## src/rtl/pss_pkg.sv

```systemverilog
// package for the phy status summary upper bank
package pss_pkg;
    // register indices; byte address is four times the index
    localparam logic [7:0] IDX_STATUS_SUMMARY   = 8'h10;
    localparam logic [7:0] IDX_IRQ_STATUS       = 8'h12;
    localparam logic [7:0] IDX_FALSE_CARRIER    = 8'h14;
    localparam logic [7:0] IDX_RX_ERROR_COUNT   = 8'h15;
    localparam logic [7:0] IDX_PCS_CONFIG       = 8'h16;
    localparam logic [7:0] IDX_NEG_EXPANSION    = 8'h06;
    localparam logic [7:0] IDX_TENBASE_STATUS   = 8'h1A;
    // summary field positions
    localparam int         BIT_RESERVED15       = 15;
    localparam int         BIT_CROSSOVER        = 14;
    localparam int         BIT_RX_ERROR         = 13;
    localparam int         BIT_POLARITY         = 12;
    localparam int         BIT_FALSE_CARRIER    = 11;
    localparam int         BIT_SIGNAL_DETECT    = 10;
    localparam int         BIT_DESCRAMBLER_LOCK = 9;
    localparam int         BIT_PAGE_RECEIVED    = 8;
    localparam int         BIT_IRQ_PENDING      = 7;
    // fields in neighbouring registers
    localparam int         BIT_SD_QUALIFY       = 8;
    localparam int         BIT_TENBASE_POLARITY = 4;
    localparam int         BIT_NEG_PAGE_RX      = 1;
    // reset values
    localparam logic       RST_FLAG             = 1'b0;
    localparam logic       RST_SD_QUALIFY       = 1'b0;
    localparam logic [31:0] RST_PRDATA          = 32'h0000_0000;

    typedef struct packed {
        logic crossover_auto_enable;
        logic crossover_force;
        logic crossover_swapped;
    } pss_xover_t;

    typedef struct packed {
        logic rx_error;
        logic polarity_inverted;
        logic false_carrier;
        logic page_received;
        logic interrupt;
    } pss_events_t;

    typedef struct packed {
        logic        crossover;
        logic        rx_error;
        logic        polarity;
        logic        false_carrier;
        logic        sd_ll;
        logic        lock_ll;
        logic        page_rx;
        logic        irq;
        logic        sd_qualify;
        logic        pready;
        logic        pslverr;
        logic [31:0] prdata;
        logic [15:0] status;
    } pss_state_t;
endpackage

```

## src/rtl/pss_status_summary.sv

```systemverilog
// phy status summary upper bits 15..7 behind an apb slave
//
// Design decision made here: the APB register port.
`timescale 1ns/1ns
module pss_status_summary #(
    parameter int ADDR_W = 8
) (
    input  wire logic                 i_clk,
    input  wire logic                 i_rst,
    input  wire logic                 i_ce,
    input  wire logic                 i_psel,
    input  wire logic                 i_penable,
    input  wire logic                 i_pwrite,
    input  wire logic [ADDR_W-1:0]    i_paddr,
    input  wire logic [31:0]          i_pwdata,
    input  wire pss_pkg::pss_xover_t  i_xover,
    input  wire pss_pkg::pss_events_t i_events,
    input  wire logic                 i_signal_detect_raw,
    input  wire logic                 i_descrambler_lock,
    output logic                      o_pready,
    output logic                      o_pslverr,
    output logic [31:0]               o_prdata,
    output logic [15:0]               o_phy_status_summary
);
    import pss_pkg::*;

    if (ADDR_W < 7) begin : g_addr_check
        $error("ADDR_W too small for the register map");
    end

    pss_state_t s_reg;
    pss_state_t s_next;

    logic       done;
    logic       rd_done;
    logic       sd_qual;

    // word-aligned index match
    function automatic logic hit(input logic [ADDR_W-1:0] addr, input logic [7:0] idx);
        logic [ADDR_W-1:0] want;
        want = ADDR_W'({idx, 2'b00});
        return addr == want;
    endfunction

    function automatic logic [15:0] summary_word(input pss_state_t s);
        logic [15:0] w;
        w = 16'h0000;
        w[BIT_RESERVED15]       = 1'b0;
        w[BIT_CROSSOVER]        = s.crossover;
        w[BIT_RX_ERROR]         = s.rx_error;
        w[BIT_POLARITY]         = s.polarity;
        w[BIT_FALSE_CARRIER]    = s.false_carrier;
        w[BIT_SIGNAL_DETECT]    = s.sd_ll;
        w[BIT_DESCRAMBLER_LOCK] = s.lock_ll;
        w[BIT_PAGE_RECEIVED]    = s.page_rx;
        w[BIT_IRQ_PENDING]      = s.irq;
        return w;
    endfunction

    assign done    = i_psel & i_penable & s_reg.pready;
    assign rd_done = done & ~i_pwrite;
    assign sd_qual = i_signal_detect_raw & (~s_reg.sd_qualify | i_descrambler_lock);

    always_comb begin
        s_next = s_reg;
        // crossover state from force and auto-enable
        if (i_xover.crossover_force) begin
            s_next.crossover = 1'b1;
        end else if (i_xover.crossover_auto_enable) begin
            s_next.crossover = i_xover.crossover_swapped;
        end else begin
            s_next.crossover = 1'b0;
        end
        // latching-high flags, a new event wins over a clearing read
        s_next.rx_error = i_events.rx_error
                        | (s_reg.rx_error & ~(rd_done & hit(i_paddr, IDX_RX_ERROR_COUNT)));
        s_next.polarity = i_events.polarity_inverted
                        | (s_reg.polarity & ~(rd_done & hit(i_paddr, IDX_TENBASE_STATUS)));
        s_next.false_carrier = i_events.false_carrier
                        | (s_reg.false_carrier & ~(rd_done & hit(i_paddr, IDX_FALSE_CARRIER)));
        s_next.page_rx = i_events.page_received
                        | (s_reg.page_rx & ~(rd_done & hit(i_paddr, IDX_NEG_EXPANSION)));
        s_next.irq = i_events.interrupt
                        | (s_reg.irq & ~(rd_done & hit(i_paddr, IDX_IRQ_STATUS)));
        // latching-low: reload at a completed summary read, else hold any drop
        if (rd_done && hit(i_paddr, IDX_STATUS_SUMMARY)) begin
            s_next.sd_ll   = sd_qual;
            s_next.lock_ll = i_descrambler_lock;
        end else begin
            s_next.sd_ll   = s_reg.sd_ll & sd_qual;
            s_next.lock_ll = s_reg.lock_ll & i_descrambler_lock;
        end
        // the only writable control bit; summary writes are ignored
        if (done && i_pwrite && hit(i_paddr, IDX_PCS_CONFIG)) begin
            s_next.sd_qualify = i_pwdata[BIT_SD_QUALIFY];
        end
        // apb: answer in the cycle after setup
        s_next.pready  = i_psel & ~i_penable;
        s_next.pslverr = 1'b0;
        s_next.prdata  = RST_PRDATA;
        if (i_psel && !i_penable) begin
            if (hit(i_paddr, IDX_STATUS_SUMMARY)) begin
                s_next.prdata = {16'h0000, summary_word(s_reg)};
            end else if (hit(i_paddr, IDX_PCS_CONFIG)) begin
                s_next.prdata[BIT_SD_QUALIFY] = s_reg.sd_qualify;
            end else if (hit(i_paddr, IDX_TENBASE_STATUS)) begin
                s_next.prdata[BIT_TENBASE_POLARITY] = s_reg.polarity;
            end else if (hit(i_paddr, IDX_NEG_EXPANSION)) begin
                s_next.prdata[BIT_NEG_PAGE_RX] = s_reg.page_rx;
            end else if (hit(i_paddr, IDX_RX_ERROR_COUNT)) begin
                s_next.prdata = RST_PRDATA;
            end else if (hit(i_paddr, IDX_FALSE_CARRIER)) begin
                s_next.prdata = RST_PRDATA;
            end else if (hit(i_paddr, IDX_IRQ_STATUS)) begin
                s_next.prdata[0] = s_reg.irq;
            end else begin
                s_next.pslverr = 1'b1;
            end
        end
        s_next.status = summary_word(s_next);
    end

    always_ff @(posedge i_clk) begin
        if (i_rst) begin
            s_reg.crossover     <= RST_FLAG;
            s_reg.rx_error      <= RST_FLAG;
            s_reg.polarity      <= RST_FLAG;
            s_reg.false_carrier <= RST_FLAG;
            s_reg.sd_ll         <= RST_FLAG;
            s_reg.lock_ll       <= RST_FLAG;
            s_reg.page_rx       <= RST_FLAG;
            s_reg.irq           <= RST_FLAG;
            s_reg.sd_qualify    <= RST_SD_QUALIFY;
            s_reg.pready        <= 1'b0;
            s_reg.pslverr       <= 1'b0;
            s_reg.prdata        <= RST_PRDATA;
            s_reg.status        <= 16'h0000;
        end else if (i_ce) begin
            s_reg <= s_next;
        end
    end

    assign o_pready             = s_reg.pready;
    assign o_pslverr            = s_reg.pslverr;
    assign o_prdata             = s_reg.prdata;
    assign o_phy_status_summary = s_reg.status;
endmodule

```

## config.mk

```make
export PLATFORM = sky130hd
export DESIGN_NAME = pss_status_summary
export DESIGN_NICKNAME = d
export VERILOG_FILES = /design/src/rtl/pss_pkg.sv /design/src/rtl/pss_status_summary.sv
export SDC_FILE = /design/constraint.sdc
export NUM_CORES = 1
export LEC_CHECK = 0
export BUFFER_PORTS_ARGS = -buffer_cell sky130_fd_sc_hd__buf_2
export CORE_MARGIN = 1
export CORE_UTILIZATION = 38
export DETAILED_ROUTE_END_ITERATION = 16
export PLACE_DENSITY = 0.77
export SKIP_LAST_GASP = 1
export SLEW_MARGIN = 10
export SYNTH_ARGS = -nofsm -noshare
export SYNTH_HDL_FRONTEND = slang
export SYNTH_SLANG_ARGS = --single-unit
```

## constraint.sdc

```tcl
create_clock -name i_clk -period 3.5 [get_ports i_clk]
set_input_delay 0.7 -clock i_clk [delete_from_list [all_inputs] [get_ports i_clk]]
set_output_delay 0.7 -clock i_clk [all_outputs]
set_load 0.01 [all_outputs]
```

Yosys cells after proc, flatten, opt, wreduce, memory -nomap -nowiden. Cells that the tools add are included.

$add $sub $neg: 0. $mul: 0. Div/mod/pow operators: 0. Order comparisons: 0. Equal/unequal tests: 7. Shift operators: 0. Multiplexer cells: 26. Bitwise logic cells: 31. Reduce and logical (&&, ||, !) cells: 6.

Operator list (count): 32-bit 2-to-1 mux (6); 8-bit by 7-bit equality test with 1-bit output, second input constant (6); 33-bit 2-to-1 mux (1); 31-bit 2-to-1 mux (1); 28-bit 2-to-1 mux (1); 24-bit 2-to-1 mux (1); 1-bit bitwise AND (17); 1-bit 2-to-1 mux (13); 8-bit by 5-bit equality test with 1-bit output, second input constant (1); 8-bit 2-to-1 mux (1); 1-bit inverter (8); 1-bit OR (6); 1-bit logical AND (4); 4-bit 2-to-1 mux (1); 2-bit 2-to-1 mux (1); 2-bit AND reduction (1); 1-bit logical NOT (1).

Register bits after elaboration: 51. Bits in latches: 0. Memory bits (writable): 0. Bits in read-only memories: 0. Input port bits: 56. Memories: 0.

Depth between registers and ports, before layout. Gate-level depths: netlist of the first run.

Depth in word-level cells: 14. Mapped depth: 4. Gate-level depth less buffers: 4.

Worst setup path before layout of the first run. Ideal clock, no wire load.

Kind: input port to flip-flop. From: input port i_paddr[2]. To: register s_reg (netlist bit o_prdata[1]). Data arrival time: 1.778 ns. Data required time: 3.383 ns. Slack: 1.604 ns. Cell stages on the path: 4. Path buffers: 0. Cells stage by stage: or4_1 nor2_2 nor4_1 a32o_1.

Cells in the longest elaborated chain, start to end: 6. Elaborated cells between the ends (all ways): 9. Those cells by class: eq/ne: 4; mux: 5.

RTL lines: from (decl) (line pss_status_summary.sv:14) `input wire logic [ADDR_W-1:0] i_paddr,`; 8-bit by 5-bit equality test with 1-bit output (line pss_status_summary.sv:42) `return addr == want;`; 1-bit 2-to-1 mux (line pss_status_summary.sv:108) `end else if (hit(i_paddr, IDX_NEG_EXPANSION)) begin`; 4-bit 2-to-1 mux (line pss_status_summary.sv:106) `end else if (hit(i_paddr, IDX_TENBASE_STATUS)) begin`; 8-bit 2-to-1 mux (line pss_status_summary.sv:104) `end else if (hit(i_paddr, IDX_PCS_CONFIG)) begin`; 32-bit 2-to-1 mux * (line pss_status_summary.sv:102) `if (hit(i_paddr, IDX_STATUS_SUMMARY)) begin`; 33-bit 2-to-1 mux * (line pss_status_summary.sv:101) `if (i_psel && !i_penable) begin`; to (signal assigned) (line pss_status_summary.sv:139) `s_reg <= s_next;`; to (decl) (line pss_status_summary.sv:31) `pss_state_t s_reg;`.

Mark *: on every way between the ends. The rest lies on a longest branch, timed or not. A chain may end at the register's enable or synchronous reset.

Final worst setup path of the first run. Ends and elaborated chain as after synthesis.

==> results of run 1 <==
report_power, final:
part / internal [W] / switching, W / total, W
sequential: 0.000256 / 0.00000466 / 0.000261
clock: 0.0000635 / 0.0000794 / 0.000143
combinational: 0.0000236 / 0.0000449 / 0.0000684
total: 0.000343 / 0.000129 / 0.000472
layer usage:
metal  part of all wire  global-route usage
met1               0.44               0.168
met2               0.47               0.227
met3              0.074              0.0349
met4              0.018              0.0610
met5                  0                   0
worst max-delay path by stage:
| stage | startpoint | endpoint | cells past startpoint |
|---|---|---|---|
| 6_report | i_paddr[2] | o_prdata[1]$_SDFFE_PP0P_ | 5 |
| 5_1_grt | i_ce | o_prdata[8]$_SDFFE_PP0P_ | 5 |
| 4_1_cts | i_paddr[2] | o_prdata[1]$_SDFFE_PP0P_ | 5 |
| 3_5_place_dp | i_paddr[2] | o_prdata[1]$_SDFFE_PP0P_ | 5 |
| 3_3_place_gp | i_paddr[4] | o_prdata[1]$_SDFFE_PP0P_ | 5 |
| 2_1_floorplan | i_paddr[2] | o_prdata[1]$_SDFFE_PP0P_ | 4 |
critical path, delay by kind of cell:
kind | cells | cell delay (ns)
AO/OA/AOI/OAI | 1 | 0.27
buffers and inverters | 1 | 0.13
AND/OR/NAND/NOR | 3 | 0.93
cell families (layout without fill, tap and decap cells):
| family | Yosys count | in the layout | share of synthesized area |
|---|---|---|---|
| AOI/OAI and AO/OA | 33 | 33 | 0.147 |
| buffers and inverters | 54 | 51 | 0.281 |
| DFF | 22 | 22 | 0.320 |
| muxes | 1 | 1 | 0.00727 |
| other | 1 | 29 | 0.00272 |
| and+or+nand+nor | 54 | 54 | 0.242 |
metrics by stage:
stage | cells | utilization | instance area, um2 | power (W) | hold slack [ns]
after detailed placement | 232 | 0.405 | 1390 | 0.000335 | 0.453
after global placement | 232 | 0.405 | 1390 | 0.000334 | 0.453
final | 236 | 0.416 | 1420 | 0.000472 | 0.485
after CTS | 236 | 0.416 | 1420 | 0.000477 | 0.486
after floorplan | 193 | - | 1480 | 0.000336 | 0.441
after global routing | 236 | 0.416 | 1420 | 0.000502 | 0.497
Yosys cell counts, types with 2 or more instances:
| cell | number | area share |
|---|---|---|
| nor2b_1 | 9 | 0.041 |
| nand3b_1 | 2 | 0.011 |
| a22o_1 | 2 | 0.013 |
| buf_4 | 49 | 0.27 |
| a21oi_1 | 16 | 0.058 |
| dfxtp_1 | 22 | 0.32 |
| nand2b_1 | 3 | 0.014 |
| inv_1 | 2 | 0.0055 |
| clkbuf_1 | 3 | 0.0082 |
| a31oi_1 | 2 | 0.0091 |
| nand2_1 | 8 | 0.022 |
| nor2_1 | 12 | 0.033 |
| a21o_1 | 2 | 0.011 |
| nor3_1 | 3 | 0.011 |
| o21ai_0 | 5 | 0.018 |
| nor3b_1 | 2 | 0.011 |
| a211oi_1 | 2 | 0.011 |
final cells by class:
cell class	count	area [um2]	share of cell area
tap	46	57.6	0.0405
sequential	22	440	0.310
inverter	2	7.51	0.00528
timing repair buffer	45	225	0.158
multi-input combinational	117	654	0.460
clock buffer	4	36.3	0.0255
==> run_summary.xml, run 1 <==
<?xml version="1.0" encoding="UTF-8"?>
<metrics>
  <group name="run_status">
    <metric name="status" unit="">complete, no violations</metric>
  </group>
  <group name="sta">
    <metric name="setup_total_negative_slack" unit="ns">0</metric>
    <metric name="final_max_slew_viol_count" unit="">0</metric>
    <metric name="layout_worst_path_cycle_share" unit="">0.517</metric>
    <metric name="setup_viol_count_final" unit="">0</metric>
    <metric name="fin_skew" unit="ns">0.00307</metric>
    <metric name="finalHoldViolCount" unit="">0</metric>
    <metric name="layout_min_cycle_time" unit="ns">1.81</metric>
    <metric name="post-route-worst-setup-slack" unit="ns">1.69</metric>
    <metric name="achievable-frequency" unit="GHz">0.553</metric>
    <metric name="rsz_0062_raised_after_global_routing" unit="">no</metric>
  </group>
  <group name="cts">
    <metric name="tritoncts" unit="">built</metric>
    <metric name="cts_inserted_buffers" unit="">3</metric>
    <metric name="post-cts-setup-buffer-count" unit="">0</metric>
    <metric name="htree_levels" unit="">1</metric>
    <metric name="clkSinkCount" unit="">22</metric>
    <metric name="clk_path_buf_depth" unit="">2</metric>
    <metric name="clockRootBuffer" unit="">clkbuf_4</metric>
    <metric name="cts.reportedPaths.clkPinSlew" unit="ns">0.12</metric>
    <metric name="worstSkewPairLatency" unit="ns">0.31</metric>
    <metric name="cts_hold_buf" unit="">0</metric>
    <metric name="cts-resized-gates" unit="">0</metric>
  </group>
  <group name="critical_path">
    <metric name="worst_r2r_dst" unit="">o_phy_status_summary[8]$_SDFFE_PP0P_</metric>
    <metric name="crit_path_end_kind" unit="">register</metric>
    <metric name="cp_data_arrival_time" unit="ns">2.02</metric>
    <metric name="r2r.worst_path.cells" unit="">4</metric>
    <metric name="worst_path_largest_cell_delay" unit="ns">0.60</metric>
    <metric name="reg2reg_setup_slack" unit="ns">2.23</metric>
    <metric name="criticalPathCategory" unit="">in -&gt; reg</metric>
    <metric name="cp_cell_sequence" unit="">buf_2, or4_1, nor2_2, nor4_1, a32o_1</metric>
    <metric name="critPathRequiredTime" unit="ns">3.71</metric>
    <metric name="start_kind" unit="">primary input</metric>
    <metric name="timing.critical_path.fanout_max" unit="">5</metric>
    <metric name="worstReg2RegStart" unit="">o_pready$_SDFFE_PP0P_</metric>
    <metric name="cp_slowest_cell" unit="">or4_1</metric>
  </group>
  <group name="grt">
    <metric name="global_route.overflow_total" unit="">0</metric>
    <metric name="grt_pass1_vias" unit="">926</metric>
    <metric name="antenna_found_initial" unit="">0</metric>
    <metric name="grt_max_degree" unit="">24</metric>
    <metric name="track_usage" unit="">0.137</metric>
    <metric name="wire_length_of_the_first_global_routing_pass" unit="um">4170</metric>
  </group>
  <group name="synthesis">
    <metric name="synth-seq-cells" unit="">22</metric>
    <metric name="synth_top_flop_cell" unit="">dfxtp_1</metric>
    <metric name="sequential_share_of_the_synthesized_area" unit="">0.320</metric>
    <metric name="syn_area_per_cell" unit="um2">8.34</metric>
    <metric name="ys_warn_count" unit="">0</metric>
    <metric name="synth_area" unit="um2">1380</metric>
    <metric name="fraction_of_registers_with_async_set_or_reset_after_synthesis" unit="">0</metric>
    <metric name="synth.distinct_cells" unit="">38</metric>
    <metric name="synth_edf_count" unit="">0</metric>
    <metric name="syn_inst" unit="">165</metric>
  </group>
  <group name="die">
    <metric name="start_util" unit="">0.403</metric>
    <metric name="floorplan.rows" unit="">21</metric>
    <metric name="top_level_ports" unit="">106</metric>
    <metric name="die_area" unit="um2">3870</metric>
    <metric name="die_height" unit="um">62.2</metric>
    <metric name="core_region_area" unit="um2">3420</metric>
    <metric name="die_width" unit="um">62.2</metric>
  </group>
  <group name="drt">
    <metric name="wire_per_inst" unit="um">11.1</metric>
    <metric name="drt_pre_antenna_iters" unit="">4</metric>
    <metric name="detail-route-antenna-nets" unit="">0</metric>
    <metric name="routed_wirelength" unit="um">2630</metric>
    <metric name="detail_route.iter0.violations" unit="">34</metric>
    <metric name="drc" unit="">0</metric>
    <metric name="vias" unit="">1082</metric>
    <metric name="viasPerCell" unit="">4.58</metric>
  </group>
  <group name="placed_design">
    <metric name="dp.final_hpwl" unit="um">1960</metric>
    <metric name="number_of_port_buffers" unit="">45</metric>
    <metric name="detailedPlace.worstSlack" unit="ns">1.36</metric>
    <metric name="gpl.final_weighted_congestion" unit="">0.845</metric>
  </group>
  <group name="hold_path">
    <metric name="hold_start" unit="">o_prdata[1]$_SDFFE_PP0P_</metric>
    <metric name="worstHoldPathCells" unit="">1</metric>
    <metric name="hold_path.class" unit="">reg -&gt; reg</metric>
    <metric name="timing.hold.worst_endpoint" unit="">o_prdata[1]$_SDFFE_PP0P_</metric>
  </group>
  <group name="layout">
    <metric name="syn2layout_area_growth" unit="%">3.27</metric>
    <metric name="post_route_cells_drive_above_1_share" unit="">0.289</metric>
    <metric name="largest_register_ffs" unit="">11</metric>
    <metric name="commonest_non_fill_non_tap_cell_in_the_layout" unit="">buf_2</metric>
    <metric name="final_nets" unit="">247</metric>
    <metric name="number_of_diodes_added_for_antenna_fixing" unit="">0</metric>
    <metric name="layout.filler_cells" unit="">383</metric>
    <metric name="mostFrequentLayoutCells" unit="">buf_2, conb_1, dfxtp_1</metric>
  </group>
  <group name="pwr">
    <metric name="power_density" unit="nW/um2">332</metric>
    <metric name="power.leakage" unit="nW">0.680</metric>
    <metric name="irDropWorstVdd" unit="mV">0.114</metric>
  </group>
  <group name="job">
    <metric name="maxCapViolCount" unit="">0</metric>
  </group>
</metrics>
Power figures use the tool's default switching activity.
==> inputs of run 2 (changes only) <==
==> constraint.sdc (replaced) <==
create_clock -name i_clk -period 1.76 [get_ports i_clk]
set_input_delay 0.352 -clock i_clk [delete_from_list [all_inputs] [get_ports i_clk]]
set_output_delay 0.352 -clock i_clk [all_outputs]
set_load 0.01 [all_outputs]
==> run 2 against run 1 <==
Cell area rose by 5.4%. Critical endpoint is now o_prdata[12]$_SDFFE_PP0P_. Register-to-register slack worse by 1.8 ns. Setup slack worse by 1.3 ns. Clock skew hardly changed. Non-clock buffer count rose by 8. Via count grew 4.2%. Critical path depth rose by 2. Wire length rose by 0.53%. Power up 120%. Clock-buffer cell count fell by 1.
==> run_summary.xml, run 2 (synthesis results as in run 1) <==
<?xml version="1.0" encoding="UTF-8"?>
<metrics>
  <group name="grt">
    <metric name="track_usage" unit="">0.140</metric>
    <metric name="grt_pass1_vias" unit="">961</metric>
    <metric name="grt_max_degree" unit="">24</metric>
    <metric name="wire_length_of_the_first_global_routing_pass" unit="um">4290</metric>
    <metric name="antenna_found_initial" unit="">0</metric>
    <metric name="global_route.overflow_total" unit="">0</metric>
  </group>
  <group name="layout">
    <metric name="largest_register_ffs" unit="">11</metric>
    <metric name="finish.instance_area" unit="um2">1500</metric>
    <metric name="post-route-util" unit="">0.438</metric>
    <metric name="final_nets" unit="">255</metric>
    <metric name="commonest_non_fill_non_tap_cell_in_the_layout" unit="">buf_2</metric>
    <metric name="number_of_diodes_added_for_antenna_fixing" unit="">0</metric>
    <metric name="syn2layout_area_growth" unit="%">8.82</metric>
    <metric name="post_route_cells_drive_above_1_share" unit="">0.318</metric>
    <metric name="mostFrequentLayoutCells" unit="">buf_2, conb_1, dfxtp_1</metric>
  </group>
  <group name="critical_path">
    <metric name="worst_r2r_dst" unit="">o_phy_status_summary[8]$_SDFFE_PP0P_</metric>
    <metric name="r2r.worst_path.cells" unit="">4</metric>
    <metric name="timing.critical_path.fanout_max" unit="">7</metric>
    <metric name="cp_data_arrival_time" unit="ns">1.66</metric>
    <metric name="worstReg2RegStart" unit="">o_pready$_SDFFE_PP0P_</metric>
    <metric name="start_kind" unit="">primary input</metric>
    <metric name="crit_path_end_kind" unit="">register</metric>
    <metric name="criticalPathCategory" unit="">in -&gt; reg</metric>
    <metric name="reg2reg_setup_slack" unit="ns">0.47</metric>
    <metric name="critPathRequiredTime" unit="ns">2.01</metric>
  </group>
  <group name="run_status">
    <metric name="status" unit="">complete, no violations</metric>
  </group>
  <group name="pwr">
    <metric name="irDropWorstVdd" unit="mV">0.312</metric>
    <metric name="power.leakage" unit="nW">0.726</metric>
    <metric name="post-layout-total-power" unit="W">0.00105</metric>
    <metric name="power_density" unit="nW/um2">699</metric>
  </group>
  <group name="drt">
    <metric name="viasPerCell" unit="">4.62</metric>
    <metric name="detail_route.iter0.violations" unit="">43</metric>
    <metric name="vias" unit="">1127</metric>
    <metric name="wire_per_inst" unit="um">10.8</metric>
    <metric name="routed_wirelength" unit="um">2640</metric>
    <metric name="drt_pre_antenna_iters" unit="">4</metric>
    <metric name="drc" unit="">0</metric>
    <metric name="detail-route-antenna-nets" unit="">0</metric>
  </group>
  <group name="sta">
    <metric name="setup_viol_count_final" unit="">0</metric>
    <metric name="finalHoldViolCount" unit="">0</metric>
    <metric name="whs" unit="ns">0.277</metric>
    <metric name="setup_total_negative_slack" unit="ns">0</metric>
    <metric name="layout_worst_path_cycle_share" unit="">0.803</metric>
    <metric name="achievable-frequency" unit="GHz">0.707</metric>
    <metric name="fin_skew" unit="ns">0.00345</metric>
    <metric name="layout_min_cycle_time" unit="ns">1.41</metric>
    <metric name="final_max_slew_viol_count" unit="">0</metric>
    <metric name="rsz_0062_raised_after_global_routing" unit="">no</metric>
  </group>
  <group name="die">
    <metric name="core_region_area" unit="um2">3420</metric>
    <metric name="top_level_ports" unit="">106</metric>
    <metric name="die_area" unit="um2">3870</metric>
    <metric name="die_height" unit="um">62.2</metric>
    <metric name="floorplan.rows" unit="">21</metric>
    <metric name="die_width" unit="um">62.2</metric>
    <metric name="start_util" unit="">0.403</metric>
  </group>
  <group name="hold_path">
    <metric name="worstHoldPathCells" unit="">3</metric>
    <metric name="timing.hold.worst_endpoint" unit="">s_reg[50]$_SDFFE_PP0P_</metric>
    <metric name="hold_start" unit="">i_pwdata[8]</metric>
    <metric name="hold_path.class" unit="">in -&gt; reg</metric>
  </group>
  <group name="placed_design">
    <metric name="detailed_place.area" unit="um2">1450</metric>
    <metric name="gpl.final_weighted_congestion" unit="">0.850</metric>
    <metric name="number_of_port_buffers" unit="">45</metric>
    <metric name="dp.final_hpwl" unit="um">2060</metric>
  </group>
  <group name="cts">
    <metric name="clockRootBuffer" unit="">clkbuf_4</metric>
    <metric name="clk_path_buf_depth" unit="">2</metric>
    <metric name="worstSkewPairLatency" unit="ns">0.30</metric>
    <metric name="cts-resized-gates" unit="">0</metric>
    <metric name="clkSinkCount" unit="">22</metric>
    <metric name="tritoncts" unit="">built</metric>
    <metric name="cts_hold_buf" unit="">0</metric>
    <metric name="cts.reportedPaths.clkPinSlew" unit="ns">0.12</metric>
    <metric name="cts_inserted_buffers" unit="">3</metric>
    <metric name="htree_levels" unit="">1</metric>
    <metric name="post-cts-setup-buffer-count" unit="">0</metric>
  </group>
  <group name="job">
    <metric name="maxCapViolCount" unit="">0</metric>
  </group>
</metrics>
==> run 2: cell count changes in the layout (fill, tap and decap cells not counted), sizes merged <==
cell,change
bufinv,+1
clkbuf,-1
buf,+8
==> run 2: cell type report <==
| class | instances | area [um2] |
|---|---|---|
| fillers | 378 | 1920 |
| inverters | 2 | 7.51 |
| clock inverters | 1 | 30.0 |
| clock buffers | 3 | 22.5 |
| flip-flops and latches | 22 | 440 |
| repair buffers | 53 | 285 |
| well taps | 46 | 57.6 |
| multi-input cells | 117 | 654 |
==> run 2: worst max path at each step <==
stage	startpoint	end	slack, ns	cells after the start
final	i_paddr[2]	o_prdata[12]$_SDFFE_PP0P_	0.35	7
after floorplan	i_paddr[2]	o_prdata[1]$_SDFFE_PP0P_	0.21	4
after CTS	i_paddr[2]	o_prdata[12]$_SDFFE_PP0P_	0.35	7
after detailed placement	i_paddr[2]	o_prdata[12]$_SDFFE_PP0P_	0.01	7
after global placement	i_paddr[2]	o_prdata[14]$_SDFFE_PP0P_	0.06	7
after global routing	i_paddr[2]	o_prdata[12]$_SDFFE_PP0P_	0.31	7
==> run 2: metrics by stage <==
stage	instances	setup WS [ns]
2_1_floorplan	193	0.212
3_3_place_gp	240	0.0553
3_5_place_dp	240	0.0140
4_1_cts	244	0.347
5_1_grt	244	0.312
6_report	244	0.346
==> run 2: power by group <==
group          switching [W]  internal [W]  leakage [nW]
Sequential        0.00000920      0.000509         0.179
Clock               0.000153      0.000230        0.0279
Combinational      0.0000909     0.0000548         0.519
==> run 2: layer usage <==
metal / share of wire / wire length [um] / GRT usage / vias up
met5: 0 / 0 / 0 / -
li1: - / - / - / 561
met3: 0.070 / 184 / 0.0386 / 4
met2: 0.48 / 1280 / 0.228 / 46
met1: 0.43 / 1130 / 0.172 / 516
met4: 0.018 / 47 / 0.0581 / 0
==> run 2: critical path, cell delays in order <==
cell	delay [ns]
buf_2	0.13
or4_1	0.57
buf_4	0.17
nor3_4	0.11
buf_4	0.18
a21oi_1	0.07
nor2_1	0.09
